<file path="src/cbd_defs.svh">
// constants for the console bus decode and dram control block
// assumes inclusion by cbd_ctrl.sv only; cbd_pkg.sv does not include it
`ifndef CBD_DEFS_SVH
`define CBD_DEFS_SVH
`define CBD_ROM_LAST        16'h17ff
`define CBD_RAM_FIRST       16'h4000
`define CBD_RAM_LAST        16'h7fff
`define CBD_IO_STATUS_LO    8'h00
`define CBD_IO_STATUS_HI    8'h07
`define CBD_IO_CSW_LO       8'h08
`define CBD_IO_CSW_HI       8'h0a
`define CBD_IO_TIMER_HI5    5'h03
`define CBD_IO_READY        8'h20
`define CBD_IO_CMD0_LO      8'h20
`define CBD_IO_CMD0_HI      8'h2f
`define CBD_IO_CMD1_LO      8'h30
`define CBD_IO_CMD1_HI      8'h3f
`define CBD_IO_SER_LO       8'h40
`define CBD_IO_SER_HI       8'h4b
`define CBD_IO_CPU_LO       8'h80
`define CBD_IO_CPU_HI       8'h87
`define CBD_IO_CMD2_LO      8'ha0
`define CBD_IO_CMD2_HI      8'haf
`define CBD_IO_CONS_WR      8'hcc
`define CBD_IO_CONS_RD_Y    8'hec
`define CBD_REFRESH_CTR_RST 7'h00
`endif

</file>
<file path="src/cbd_pkg.sv">
// types for the console bus decode and dram control block
// assumes nothing beyond a systemverilog compiler
package cbd_pkg;
	// processor cycle controls sampled each clock
	typedef struct packed {
		logic       io_cycle;   // i/o rather than memory reference
		logic       rd;         // read strobe
		logic       wr;         // write strobe
		logic [7:0] addr_hi;    // upper address lines
	} cbd_cyc_t;

	// select strobes driven to the devices
	typedef struct packed {
		logic rom_data_mux_select;
		logic sel_status;
		logic control_store_word_write;
		logic sel_timer;
		logic sel_ready;
		logic command_bank0_write;
		logic command_bank1_write;
		logic sel_serial;
		logic sel_cpu_regs;
		logic command_bank2_write;
		logic console_write_load;
		logic console_read_load;
	} cbd_sel_t;

	// dram sequencer states, one-hot
	typedef enum logic [4:0] {
		CBD_IDLE    = 5'b00001,
		CBD_REFRESH = 5'b00010,
		CBD_ROW     = 5'b00100,
		CBD_COL     = 5'b01000,
		CBD_DONE    = 5'b10000
	} cbd_state_t;
endpackage : cbd_pkg

</file>
<file path="src/cbd_ctrl.sv">
// console bus decode, low address latch, rom banking and dram control
// assumes processor signals are synchronous to sys_clk; refresh request
// comes from a divider in another domain and is synchronised here
//
// Behaviour
// - rom 0000-17ff read, ram 4000-7fff
// - io 00-07 status, 08-0a csw, 18-1f timer
// - io read 20 ready; writes 20-2f, 30-3f
// - 40-4b serial, 80-87 cpu read, a0-af write
// - write cc console write, ec from ybus
// - selects from upper address and controls
// - address 12:11 picks rom bank
// - latch low address on address strobe
// - rom mux gates data after address phase
// - odd bits row, even bits column
// - ram address inserts four wait states
// - row strobe, then mux, then column strobe
// - column strobe reads or writes ram byte
// - refresh request edge sets refresh flag
// - refresh drives counter row, row strobe
// - refresh end advances counter by one
// - refresh waits for ram access end
// - pending refresh first, extra wait state
// - refresh waits for serial access too
`timescale 1ns/1ps
`default_nettype none
`include "cbd_defs.svh"
module cbd_ctrl (
	input  wire logic             sys_clk,           // 100 mhz clock
	input  wire logic             rst,               // async reset, high
	input  wire logic             clk_en,            // freezes state when low
	input  wire cbd_pkg::cbd_cyc_t cyc,              // processor controls
	input  wire logic             address_latch_strobe, // cycle start strobe
	input  wire logic [7:0]       buffered_bus_data, // bus data in
	input  wire logic             status_write,      // write from status lines
	input  wire logic             serial_busy,       // serial access active
	input  wire logic             refresh_req_pin,   // 12.8 us request, async
	output cbd_pkg::cbd_sel_t     sel,               // device selects
	output logic [7:0]            latched_addr_lo,   // held low address
	output logic [1:0]            rom_bank,          // rom bank number
	output logic                  rom_mux_input,     // mux input select
	output logic [6:0]            ram_addr,          // multiplexed ram address
	output logic                  row_strobe_ff,     // ram row strobe
	output logic                  column_strobe_ff,  // ram column strobe
	output logic                  ram_write_enable,  // ram write enable
	output logic                  ram_read_drive,    // ram drives the bus
	output logic                  long_cycle,        // wait request
	output logic                  proc_ready,        // processor ready
	output logic                  refresh_cycle_flag // refresh in progress
);
	logic [7:0]          lo_reg;
	logic                start_reg;
	logic                colsel_reg;
	logic [6:0]          rctr_reg;
	logic [3:0]          rsync_reg;
	logic                pend_reg;
	logic                wait_done_reg;
	cbd_pkg::cbd_state_t state_reg;
	logic [15:0]         addr;
	logic                is_ram;
	logic                req_rise;

	// true when value lies in an inclusive range
	function automatic logic in_rng(input logic [7:0] v, input logic [7:0] lo, input logic [7:0] hi);
		in_rng = (v >= lo) && (v <= hi);
	endfunction : in_rng

	assign addr   = {cyc.addr_hi, lo_reg};
	assign is_ram = !cyc.io_cycle && cyc.addr_hi[7:6] == 2'b01;

	// low address captured at cycle start, held all cycle
	always_ff @(posedge sys_clk or posedge rst) begin
		if (rst) begin
			lo_reg <= 8'h00;
		end else if (clk_en && address_latch_strobe) begin
			lo_reg <= buffered_bus_data;
		end
	end
	assign latched_addr_lo = lo_reg;
	assign rom_bank        = cyc.addr_hi[4:3];
	assign rom_mux_input   = cyc.addr_hi[5];

	// select decode; io address rides on the upper lines
	always_comb begin
		sel = '0;
		if (!cyc.io_cycle) begin
			sel.rom_data_mux_select = cyc.rd && !address_latch_strobe
				&& addr <= `CBD_ROM_LAST;
		end else begin
			sel.sel_status = cyc.rd && in_rng(cyc.addr_hi, `CBD_IO_STATUS_LO, `CBD_IO_STATUS_HI);
			sel.control_store_word_write = cyc.wr
				&& in_rng(cyc.addr_hi, `CBD_IO_CSW_LO, `CBD_IO_CSW_HI);
			sel.sel_timer = cyc.addr_hi[7:3] == `CBD_IO_TIMER_HI5;
			sel.sel_ready = cyc.rd && cyc.addr_hi == `CBD_IO_READY;
			sel.rom_data_mux_select = sel.sel_ready && !address_latch_strobe;
			sel.command_bank0_write = cyc.wr
				&& in_rng(cyc.addr_hi, `CBD_IO_CMD0_LO, `CBD_IO_CMD0_HI);
			sel.command_bank1_write = cyc.wr
				&& in_rng(cyc.addr_hi, `CBD_IO_CMD1_LO, `CBD_IO_CMD1_HI);
			sel.sel_serial = (cyc.rd || cyc.wr)
				&& in_rng(cyc.addr_hi, `CBD_IO_SER_LO, `CBD_IO_SER_HI);
			sel.sel_cpu_regs = cyc.rd && in_rng(cyc.addr_hi, `CBD_IO_CPU_LO, `CBD_IO_CPU_HI);
			sel.command_bank2_write = cyc.wr
				&& in_rng(cyc.addr_hi, `CBD_IO_CMD2_LO, `CBD_IO_CMD2_HI);
			sel.console_write_load = cyc.wr && cyc.addr_hi == `CBD_IO_CONS_WR;
			sel.console_read_load  = cyc.wr && cyc.addr_hi == `CBD_IO_CONS_RD_Y;
		end
	end

	// request synchroniser; edge seen once stages two and three agree
	// stage four is stage three delayed one clock, so one clean edge counts once
	always_ff @(posedge sys_clk or posedge rst) begin
		if (rst) begin
			rsync_reg <= 4'h0;
		end else if (clk_en) begin
			rsync_reg <= {rsync_reg[2:0], refresh_req_pin};
		end
	end
	assign req_rise = rsync_reg[1] && rsync_reg[2] && !rsync_reg[3];

	// pending request; set wins over the clear at the end of the refresh cycle
	always_ff @(posedge sys_clk or posedge rst) begin
		if (rst) begin
			pend_reg <= 1'b0;
		end else if (clk_en) begin
			if (req_rise)
				pend_reg <= 1'b1;
			else if (state_reg == cbd_pkg::CBD_REFRESH)
				pend_reg <= 1'b0;
		end
	end

	// cycle-start flag: set by strobe for ram, cleared when access ends
	always_ff @(posedge sys_clk or posedge rst) begin
		if (rst) begin
			start_reg <= 1'b0;
		end else if (clk_en) begin
			if (address_latch_strobe && is_ram)
				start_reg <= 1'b1;
			else if (state_reg == cbd_pkg::CBD_DONE)
				start_reg <= 1'b0;
		end
	end

	// sequencer; refresh only starts between accesses
	always_ff @(posedge sys_clk or posedge rst) begin
		if (rst) begin
			state_reg <= cbd_pkg::CBD_IDLE;
		end else if (clk_en) begin
			unique case (state_reg)
			cbd_pkg::CBD_IDLE: begin
				if ((pend_reg || req_rise) && !serial_busy)
					state_reg <= cbd_pkg::CBD_REFRESH;
				else if (start_reg)
					state_reg <= cbd_pkg::CBD_ROW;
			end
			cbd_pkg::CBD_REFRESH: state_reg <= cbd_pkg::CBD_IDLE;
			cbd_pkg::CBD_ROW:     state_reg <= cbd_pkg::CBD_COL;
			cbd_pkg::CBD_COL:     state_reg <= cbd_pkg::CBD_DONE;
			cbd_pkg::CBD_DONE:    state_reg <= cbd_pkg::CBD_IDLE;
			default:              state_reg <= cbd_pkg::CBD_IDLE;
			endcase
		end
	end

	// strobe flip-flops; column waits for the mux to leave the row
	always_ff @(posedge sys_clk or posedge rst) begin
		if (rst) begin
			row_strobe_ff    <= 1'b0;
			colsel_reg       <= 1'b0;
			column_strobe_ff <= 1'b0;
		end else if (clk_en) begin
			// row strobe stays up through done so the column strobe never rises alone
			row_strobe_ff    <= state_reg == cbd_pkg::CBD_ROW || state_reg == cbd_pkg::CBD_COL
				|| state_reg == cbd_pkg::CBD_DONE || state_reg == cbd_pkg::CBD_REFRESH;
			colsel_reg       <= state_reg == cbd_pkg::CBD_COL || state_reg == cbd_pkg::CBD_DONE;
			column_strobe_ff <= colsel_reg && state_reg == cbd_pkg::CBD_DONE;
		end
	end
	assign refresh_cycle_flag = state_reg == cbd_pkg::CBD_REFRESH;

	// counter steps at the trailing edge of each refresh
	always_ff @(posedge sys_clk or posedge rst) begin
		if (rst) begin
			rctr_reg <= `CBD_REFRESH_CTR_RST;
		end else if (clk_en && state_reg == cbd_pkg::CBD_REFRESH) begin
			rctr_reg <= rctr_reg + 7'h01;
		end
	end

	// address mux; refresh counter overrides the normal path
	always_comb begin
		if (refresh_cycle_flag)
			ram_addr = rctr_reg;
		else if (colsel_reg)
			ram_addr = {addr[12], addr[10], addr[8], addr[6], addr[4], addr[2], addr[0]};
		else
			ram_addr = {addr[13], addr[11], addr[9], addr[7], addr[5], addr[3], addr[1]};
	end

	// wait-state marker: one stretch, refresh adds another
	always_ff @(posedge sys_clk or posedge rst) begin
		if (rst) begin
			wait_done_reg <= 1'b0;
		end else if (clk_en) begin
			wait_done_reg <= state_reg == cbd_pkg::CBD_DONE;
		end
	end
	assign long_cycle       = start_reg && cyc.addr_hi[6] && !wait_done_reg;
	assign proc_ready       = !long_cycle;
	// write enable must outlive the start flag, which clears as the column strobe rises
	assign ram_write_enable = status_write && (start_reg || column_strobe_ff);
	assign ram_read_drive   = column_strobe_ff && cyc.rd;

	a_rfsh_one_cycle: assert property (@(posedge sys_clk) disable iff (rst)
		clk_en && refresh_cycle_flag |=> !refresh_cycle_flag || !clk_en)
		else $error("refresh lasted more than one cycle");
	a_rfsh_counter: assert property (@(posedge sys_clk) disable iff (rst)
		clk_en && refresh_cycle_flag |=> rctr_reg == $past(rctr_reg) + 7'h01)
		else $error("refresh counter did not advance");
	a_rfsh_not_access: assert property (@(posedge sys_clk) disable iff (rst)
		refresh_cycle_flag |-> !column_strobe_ff)
		else $error("refresh during ram access");
	a_rfsh_serial: assert property (@(posedge sys_clk) disable iff (rst)
		clk_en && state_reg == cbd_pkg::CBD_IDLE && serial_busy |=> !refresh_cycle_flag)
		else $error("refresh during serial access");
	a_col_after_row: assert property (@(posedge sys_clk) disable iff (rst)
		$rose(column_strobe_ff) |-> row_strobe_ff && colsel_reg)
		else $error("column strobe before row and mux");
	a_wait_state: assert property (@(posedge sys_clk) disable iff (rst)
		is_ram && start_reg && !wait_done_reg |-> !proc_ready)
		else $error("ram access without wait");
	a_timer_sel: assert property (@(posedge sys_clk) disable iff (rst)
		cyc.io_cycle && cyc.addr_hi == 8'h1c |-> sel.sel_timer)
		else $error("timer select missing");
	a_ram_addr_row: assert property (@(posedge sys_clk) disable iff (rst)
		!refresh_cycle_flag && !colsel_reg |-> ram_addr[6] == addr[13] && ram_addr[0] == addr[1])
		else $error("row address wrong");
	a_rom_sel: assert property (@(posedge sys_clk) disable iff (rst)
		!cyc.io_cycle && cyc.addr_hi >= 8'h18 |-> !sel.rom_data_mux_select)
		else $error("rom selected out of range");

	// column side of the ram cycle
	a_col_one_cycle: assert property (@(posedge sys_clk) disable iff (rst)
		clk_en && column_strobe_ff |=> !column_strobe_ff)
		else $error("column strobe too long");
	a_ram_read_drv: assert property (@(posedge sys_clk) disable iff (rst)
		column_strobe_ff && cyc.rd |-> ram_read_drive)
		else $error("ram read not driven");
	a_ram_write_en: assert property (@(posedge sys_clk) disable iff (rst)
		column_strobe_ff && status_write |-> ram_write_enable)
		else $error("ram write enable missing");
	a_mux_after_row: assert property (@(posedge sys_clk) disable iff (rst)
		$rose(colsel_reg) |-> row_strobe_ff)
		else $error("column mux before row strobe");
	a_ram_addr_col: assert property (@(posedge sys_clk) disable iff (rst)
		!refresh_cycle_flag && colsel_reg |-> ram_addr[6] == addr[12] && ram_addr[0] == addr[0])
		else $error("column address wrong");

	// refresh path
	a_rfsh_addr: assert property (@(posedge sys_clk) disable iff (rst)
		refresh_cycle_flag |-> ram_addr == rctr_reg)
		else $error("refresh address wrong");
	a_rfsh_ctr_hold: assert property (@(posedge sys_clk) disable iff (rst)
		clk_en && !refresh_cycle_flag |=> $stable(rctr_reg))
		else $error("refresh counter moved");
	a_rfsh_on_req: assert property (@(posedge sys_clk) disable iff (rst)
		clk_en && req_rise && !serial_busy && state_reg == cbd_pkg::CBD_IDLE |=> refresh_cycle_flag)
		else $error("refresh request ignored");
	a_rfsh_pend_first: assert property (@(posedge sys_clk) disable iff (rst)
		clk_en && state_reg == cbd_pkg::CBD_IDLE && pend_reg && !serial_busy |=> refresh_cycle_flag)
		else $error("pending refresh not first");

	// wait state, latch and rom mux and bank
	a_long_not_ready: assert property (@(posedge sys_clk) disable iff (rst)
		long_cycle |-> !proc_ready)
		else $error("ready during long cycle");
	a_wait_ends: assert property (@(posedge sys_clk) disable iff (rst)
		long_cycle |-> ##[1:8] proc_ready)
		else $error("wait state never ended");
	a_latch_load: assert property (@(posedge sys_clk) disable iff (rst)
		clk_en && address_latch_strobe |=> latched_addr_lo == $past(buffered_bus_data))
		else $error("low address not latched");
	a_latch_hold: assert property (@(posedge sys_clk) disable iff (rst)
		clk_en && !address_latch_strobe |=> $stable(latched_addr_lo))
		else $error("low address not held");
	a_rom_mux_gate: assert property (@(posedge sys_clk) disable iff (rst)
		sel.rom_data_mux_select |-> cyc.rd && !address_latch_strobe)
		else $error("rom mux outside read data phase");
	a_rom_bank_sel: assert property (@(posedge sys_clk) disable iff (rst)
		!cyc.io_cycle |-> rom_bank == cyc.addr_hi[4:3])
		else $error("rom bank wrong");

	// i/o select decode spot checks
	a_status_sel: assert property (@(posedge sys_clk) disable iff (rst)
		cyc.io_cycle && cyc.rd && cyc.addr_hi == 8'h03 |-> sel.sel_status)
		else $error("status select missing");
	a_csw_sel: assert property (@(posedge sys_clk) disable iff (rst)
		cyc.io_cycle && cyc.wr && cyc.addr_hi == 8'h09 |-> sel.control_store_word_write)
		else $error("control store write missing");
	a_ready_sel: assert property (@(posedge sys_clk) disable iff (rst)
		cyc.io_cycle && cyc.rd && cyc.addr_hi == 8'h20 |-> sel.sel_ready)
		else $error("ready select missing");
	a_cmd1_sel: assert property (@(posedge sys_clk) disable iff (rst)
		cyc.io_cycle && cyc.wr && cyc.addr_hi[7:4] == 4'h3 |-> sel.command_bank1_write)
		else $error("command one write missing");
	a_serial_sel: assert property (@(posedge sys_clk) disable iff (rst)
		cyc.io_cycle && cyc.rd && cyc.addr_hi == 8'h40 |-> sel.sel_serial)
		else $error("serial select missing");
	a_cmd2_sel: assert property (@(posedge sys_clk) disable iff (rst)
		cyc.io_cycle && cyc.wr && cyc.addr_hi == 8'ha5 |-> sel.command_bank2_write)
		else $error("command two write missing");
	a_cons_rd_sel: assert property (@(posedge sys_clk) disable iff (rst)
		cyc.io_cycle && cyc.wr && cyc.addr_hi == 8'hec |-> sel.console_read_load)
		else $error("console read load missing");

	// main scenarios
	c_rom_read: cover property (@(posedge sys_clk) sel.rom_data_mux_select);
	c_io_write: cover property (@(posedge sys_clk) sel.command_bank0_write);
	c_refresh: cover property (@(posedge sys_clk) refresh_cycle_flag);
	c_ram_write: cover property (@(posedge sys_clk) column_strobe_ff && ram_write_enable);
	c_rfsh_then_ram: cover property (@(posedge sys_clk) refresh_cycle_flag ##1 row_strobe_ff ##[1:4] column_strobe_ff);
endmodule : cbd_ctrl
`default_nettype wire

</file>
<file path="config.mk">
export PLATFORM = sky130hd
export DESIGN_NAME = cbd_ctrl
export DESIGN_NICKNAME = d
export VERILOG_FILES = /design/src/cbd_pkg.sv /design/src/cbd_ctrl.sv
export VERILOG_INCLUDE_DIRS = /design/src
export SDC_FILE = /design/constraint.sdc
export NUM_CORES = 1
export LEC_CHECK = 0
export BUFFER_PORTS_ARGS = -buffer_cell sky130_fd_sc_hd__buf_2
export CORE_ASPECT_RATIO = 1.1
export CORE_MARGIN = 1
export CORE_UTILIZATION = 30
export DETAILED_ROUTE_END_ITERATION = 7
export GPL_TIMING_DRIVEN = 0
export HOLD_SLACK_MARGIN = 0.08
export PLACE_DENSITY_LB_ADDON = 0.2
export SLEW_MARGIN = 40
export SYNTH_ARGS = -nofsm -noshare
export SYNTH_HDL_FRONTEND = slang
export SYNTH_SLANG_ARGS = --single-unit
</file>
<file path="constraint.sdc">
create_clock -name sys_clk -period 5.35 [get_ports sys_clk]
set_input_delay 0.535 -clock sys_clk [delete_from_list [all_inputs] [get_ports sys_clk]]
set_output_delay 0.535 -clock sys_clk [all_outputs]
set_load 0.02 [all_outputs]
</file>
## Word level (Yosys, flattened, before mapping)

Index checks and enable logic that the tools add are counted.
W data, S select, Z words.

| word-level totals | value |
|---|---|
| register bits | 30 |
| bits of input ports | 26 |
| output and inout bits | 37 |
| word-level logic and storage cells | 98 |

| operators by class | value |
|---|---|
| add/sub/neg operators | 1 |
| magnitude comparators | 15 |
| equality and inequality tests | 11 |
| muxes and demuxes | 11 |
| reductions and logical operators | 50 |

Operators by type and width:

| cell | count |
|---|---|
| $logic_and A1 B1 Y1 | 32 |
| $eq A8 B8 Y1 const B | 2 |
| $ge A8 B6 Y1 const B | 2 |
| $ge A8 B8 Y1 const B | 2 |
| $le A16 B13 Y1 const B | 1 |
| $le A8 B6 Y1 const B | 2 |
| $le A8 B8 Y1 const B | 2 |
| $pmux W5 S3 | 1 |
| $mux W7 | 2 |
| $mux W11 | 1 |
| $eq A5 B2 Y1 const B | 2 |
| $mux W5 | 2 |
| $eq A8 B6 Y1 const B | 1 |
| $ge A8 B1 Y1 const B | 1 |
| $ge A8 B4 Y1 const B | 1 |
| $ge A8 B7 Y1 const B | 1 |
| $le A8 B3 Y1 const B | 1 |
| $le A8 B4 Y1 const B | 1 |
| $le A8 B7 Y1 const B | 1 |
| $add A7 B1 Y7 const B | 1 |
| $logic_or A1 B1 Y1 | 7 |
| $logic_not A1 Y1 | 6 |
| $reduce_and A2 Y1 | 3 |
| $eq A5 B1 Y1 const B | 1 |
| 7 further kinds | 12 |

## Logic depth before layout (Yosys ltp)

| depth | value |
|---|---|
| depth after elaboration | 6 |
| gate-level depth with buffers | 5 |
| mapped depth without buffers | 4 |

## Worst setup path after synthesis

No wires, ideal clock.

| timing path | value |
|---|---|
| path kind | input-to-output |
| start | input port cyc[6] (netlist bit) |
| end | output port sel[9] (netlist bit) |
| arrival time | 2,082 ps |
| data required time | 4,815 ps |
| slack | 2,733 ps |
| cell stages on the path | 2 |
| buffers on the path | 0 |
| cell sequence | or3_1 a2111oi_0 |

RTL lines:

| element | RTL line | RTL |
|---|---|---|
| start, declared | cbd_ctrl.sv:32 | `input wire cbd_pkg::cbd_cyc_t cyc,` |
| end, declared | cbd_ctrl.sv:38 | `output cbd_pkg::cbd_sel_t sel,` |

## Worst setup path after layout

| timing path | value |
|---|---|
| start | register state_reg[2] |
| end | output port ram_addr[1] |

| between the ends | value |
|---|---|
| word-level cells in the longest chain between the ends | 2 |

RTL lines:

| element | RTL line | RTL |
|---|---|---|
| start, declared | cbd_ctrl.sv:58 | `cbd_pkg::cbd_state_t state_reg;` |
| start signal, assigned | cbd_ctrl.sv:148 | `state_reg <= cbd_pkg::CBD_IDLE;` |
| start signal, assigned | cbd_ctrl.sv:153 | `state_reg <= cbd_pkg::CBD_REFRESH;` |
| start signal, assigned | cbd_ctrl.sv:155 | `state_reg <= cbd_pkg::CBD_ROW;` |
| $eq A5 B2 Y1 | cbd_ctrl.sv:180 | `assign refresh_cycle_flag = state_reg == cbd_pkg::CBD_REFRESH;` |
| $mux W7 | cbd_ctrl.sv:193 | `if (refresh_cycle_flag)` |
| end, declared | cbd_ctrl.sv:42 | `output logic [6:0] ram_addr,` |

No other way between the ends.

==> results_dict.tcl <==
set metrics [dict create \
    clock_skew_ns 0.0121 \
    setup_viol_count_final 0 \
    maxSlewHeadroom_pct 57.9 \
    die_w_um 76.4 \
    setup_tns_ns 0 \
    routed_wl_um 4100 \
    fin_crit_sh_pct 51.4 \
    slew_violations 0 \
    grt_max_degree 31 \
    grt_first_pass_wirelength_um 6980 \
    ios 63 \
    drt-initial-drc-count 44 \
    antenna_found_initial 0 \
    syn-cell-area_um2 1830 \
    dr.pass1.iters 4 \
    finalCriticalPeriod_ns 2.75 \
    cp_max_fo 8 \
    hold_viol 0 \
    drive_above_1_share_pct 43.6 \
    place_congestion 0.866 \
    gr-total-overflow 0 \
    yosys_warnings 0 \
    portBuffers 61 \
    pwr-share-comb_pct 39.4 \
    postCtsSetupRepairBufs 0 \
    num_vias 1511 \
    rows 29 \
    core_um2 5810 \
    synth-seq-cells 30 \
    cts_tree "yes" \
    pwr-share-seq_pct 39.5 \
    antennaDiodeCount 0 \
    synth_cell_types 50 \
    powerDensity_nw_per_um2 348 \
    p_leak_nw 1.12 \
    crit_arrival_ns 2.22 \
    tightest_slew_ns 0.630 \
    fin_nets 267 \
    crit_type "reg -> out" \
    yosysTopAreaCell "dfrtp_1" \
    reg2reg_setup_slack_ns 3.45 \
    p_switching_mw 0.298 \
    die_y_um 83.8 \
    place_ws_ns 2.90 \
    end_kind "output pin" \
    syn_inst 172 \
    synth_common_cells "29 x dfrtp_1, 17 x mux2_2, 13 x nor2_1" \
    dieArea_um2 6400 \
    drtAntennaViolNets 0 \
    dpl_cell_area_um2 2230 \
    power_frac_clock_pct 21.2 \
    min_path_type "in -> async" \
    rsz0062_at_grt "false" \
    dp.final_hpwl_um 3090 \
    peakVddDrop_mv 0.198 \
    synth_edf_count 0 \
    use_met3_pct 4.15 \
    clock-sinks 30 \
    max_freq_mhz 363 \
    synth_top_area_share_pct 39.8 \
    p_int_mw 0.505 \
    yosysMostFrequentCell "dfrtp_1" \
    critPathLaunchType "register" \
    htreeDepth 2 \
    use_met2_pct 23.0 \
    track_usage_pct 13.6 \
    area_growth_pct 26.5 \
    largest_reg_flops 8 \
    synth_flop_cell "dfrtp_1" \
    maxCapViolations 0 \
    synth.net_count 199 \
    yosys-top-cells-area "dfrtp_1 40%, mux2_2 10%, mux2_4 4.9%, xor2_1 3.8%, nor2_1 2.7%" \
    swShare_pct 37.2 \
    cp_data_required_time_ns 4.82 \
    status "finished clean" \
    grt_use_met1_pct 16.4 \
    async_flop_share_pct 100 \
    finalInstanceArea_um2 2310 \
    clk_latency_ns 0.28 \
    via_per_inst 4.75 \
    clockBufferDepth 2 \
    ctsHoldBuffers 0 \
    postCtsResizedCells 0 \
    root_buffer "clkbuf_8" \
    wl_per_cell_um 12.9 \
    seq_area_frac_synth_pct 41.2 \
    setup_ws_ns 2.60 \
    grt_busiest_layer "met2" \
    clk_pin_slew_ns 0.07 \
    start_util_pct 31.4 \
    syn_avg_cell_area_um2 10.6 \
    cts_buffers 5 \
    grt_pass1_vias 1469 \
    drc 0 \
]
-- layout by cell type (no fill, tap or decap), types with 3 or more instances in the layout --
master,count
nand3_1,6
o21ai_0,3
nand2_1,9
clkbuf_8,5
or3_1,4
mux2_4,6
nand3b_1,3
buf_4,3
dfrtp_1,29
mux2_2,17
a2111oi_0,3
clkbuf_1,5
buf_2,62
nor2_1,13
o32ai_1,3
nor3_1,5
xor2_1,8
inv_1,10
-- metrics by stage --
stage	util [%]	hold WS [ns]	total power, mW	std cells
4_1_cts	39.8	0.354	0.813	318
6_report	39.8	0.330	0.803	318
2_1_floorplan	-	0.442	0.550	172
5_1_grt	39.8	0.394	0.856	318
3_5_place_dp	38.4	0.471	0.638	310
3_3_place_gp	38.4	0.457	0.636	310
-- logic make-up (layout without fill, tap and decap cells) --
family,count (synthesis),count (layout),synth area share (%)
compound gates,22,22,9.05
xor+xnor,9,9,4.32
fa+ha+maj,1,1,0.685
buf+inv,23,92,6.24
flops,30,30,41.2
mux,26,26,17.1
simple gates,61,61,21.4
-- critical path, stage by stage, from the launching register on --
cell and delay (ns):
dfrtp_1 0.35, clkbuf_1 0.19, or4b_1 0.53, buf_6 0.18, nor2_8 0.20, mux2_4 0.33, buf_2 0.16
-- path summary, 6_finish.rpt --
check                              from             to  depth (start not counted)
max                        state_reg[2]    ram_addr[1]                          6
min                                 rst    rctr_reg[2]                          2
max reg2reg                state_reg[2]    rctr_reg[1]                          5
min reg2reg                 rctr_reg[6]    rctr_reg[6]                          1
max in group asynchronous           rst  wait_done_reg                          2
min in group sys_clk        rctr_reg[6]    rctr_reg[6]                          1
-- metal layers --
| metal | vias to the layer above | share of wire, % |
|---|---|---|
| met5 | - | 0 |
| met3 | 9 | 6.2 |
| li1 | 748 | - |
| met4 | 0 | 1.8 |
| met1 | 705 | 45 |
| met2 | 49 | 47 |
-- power by group through the flow --
stage	Combinational, mW	Clock [mW]	Sequential (mW)
final	0.316	0.170	0.317
after global routing	0.344	0.188	0.324
after CTS	0.318	0.177	0.317
after detailed placement	0.317	0	0.321
after global placement	0.316	0	0.320
after floorplan	0.224	0	0.326
-- layout make-up --
class,instances,area [µm²]
fillers,597,3500
multi-input cells,119,960
flip-flops and latches,30,752
repair buffers,61,305
well taps,77,96.3
clock buffers,6,72.6
plain buffers,11,68.8
inverters,12,45.0
clock inverters,2,10.0
Power figures use the tool's default switching activity.
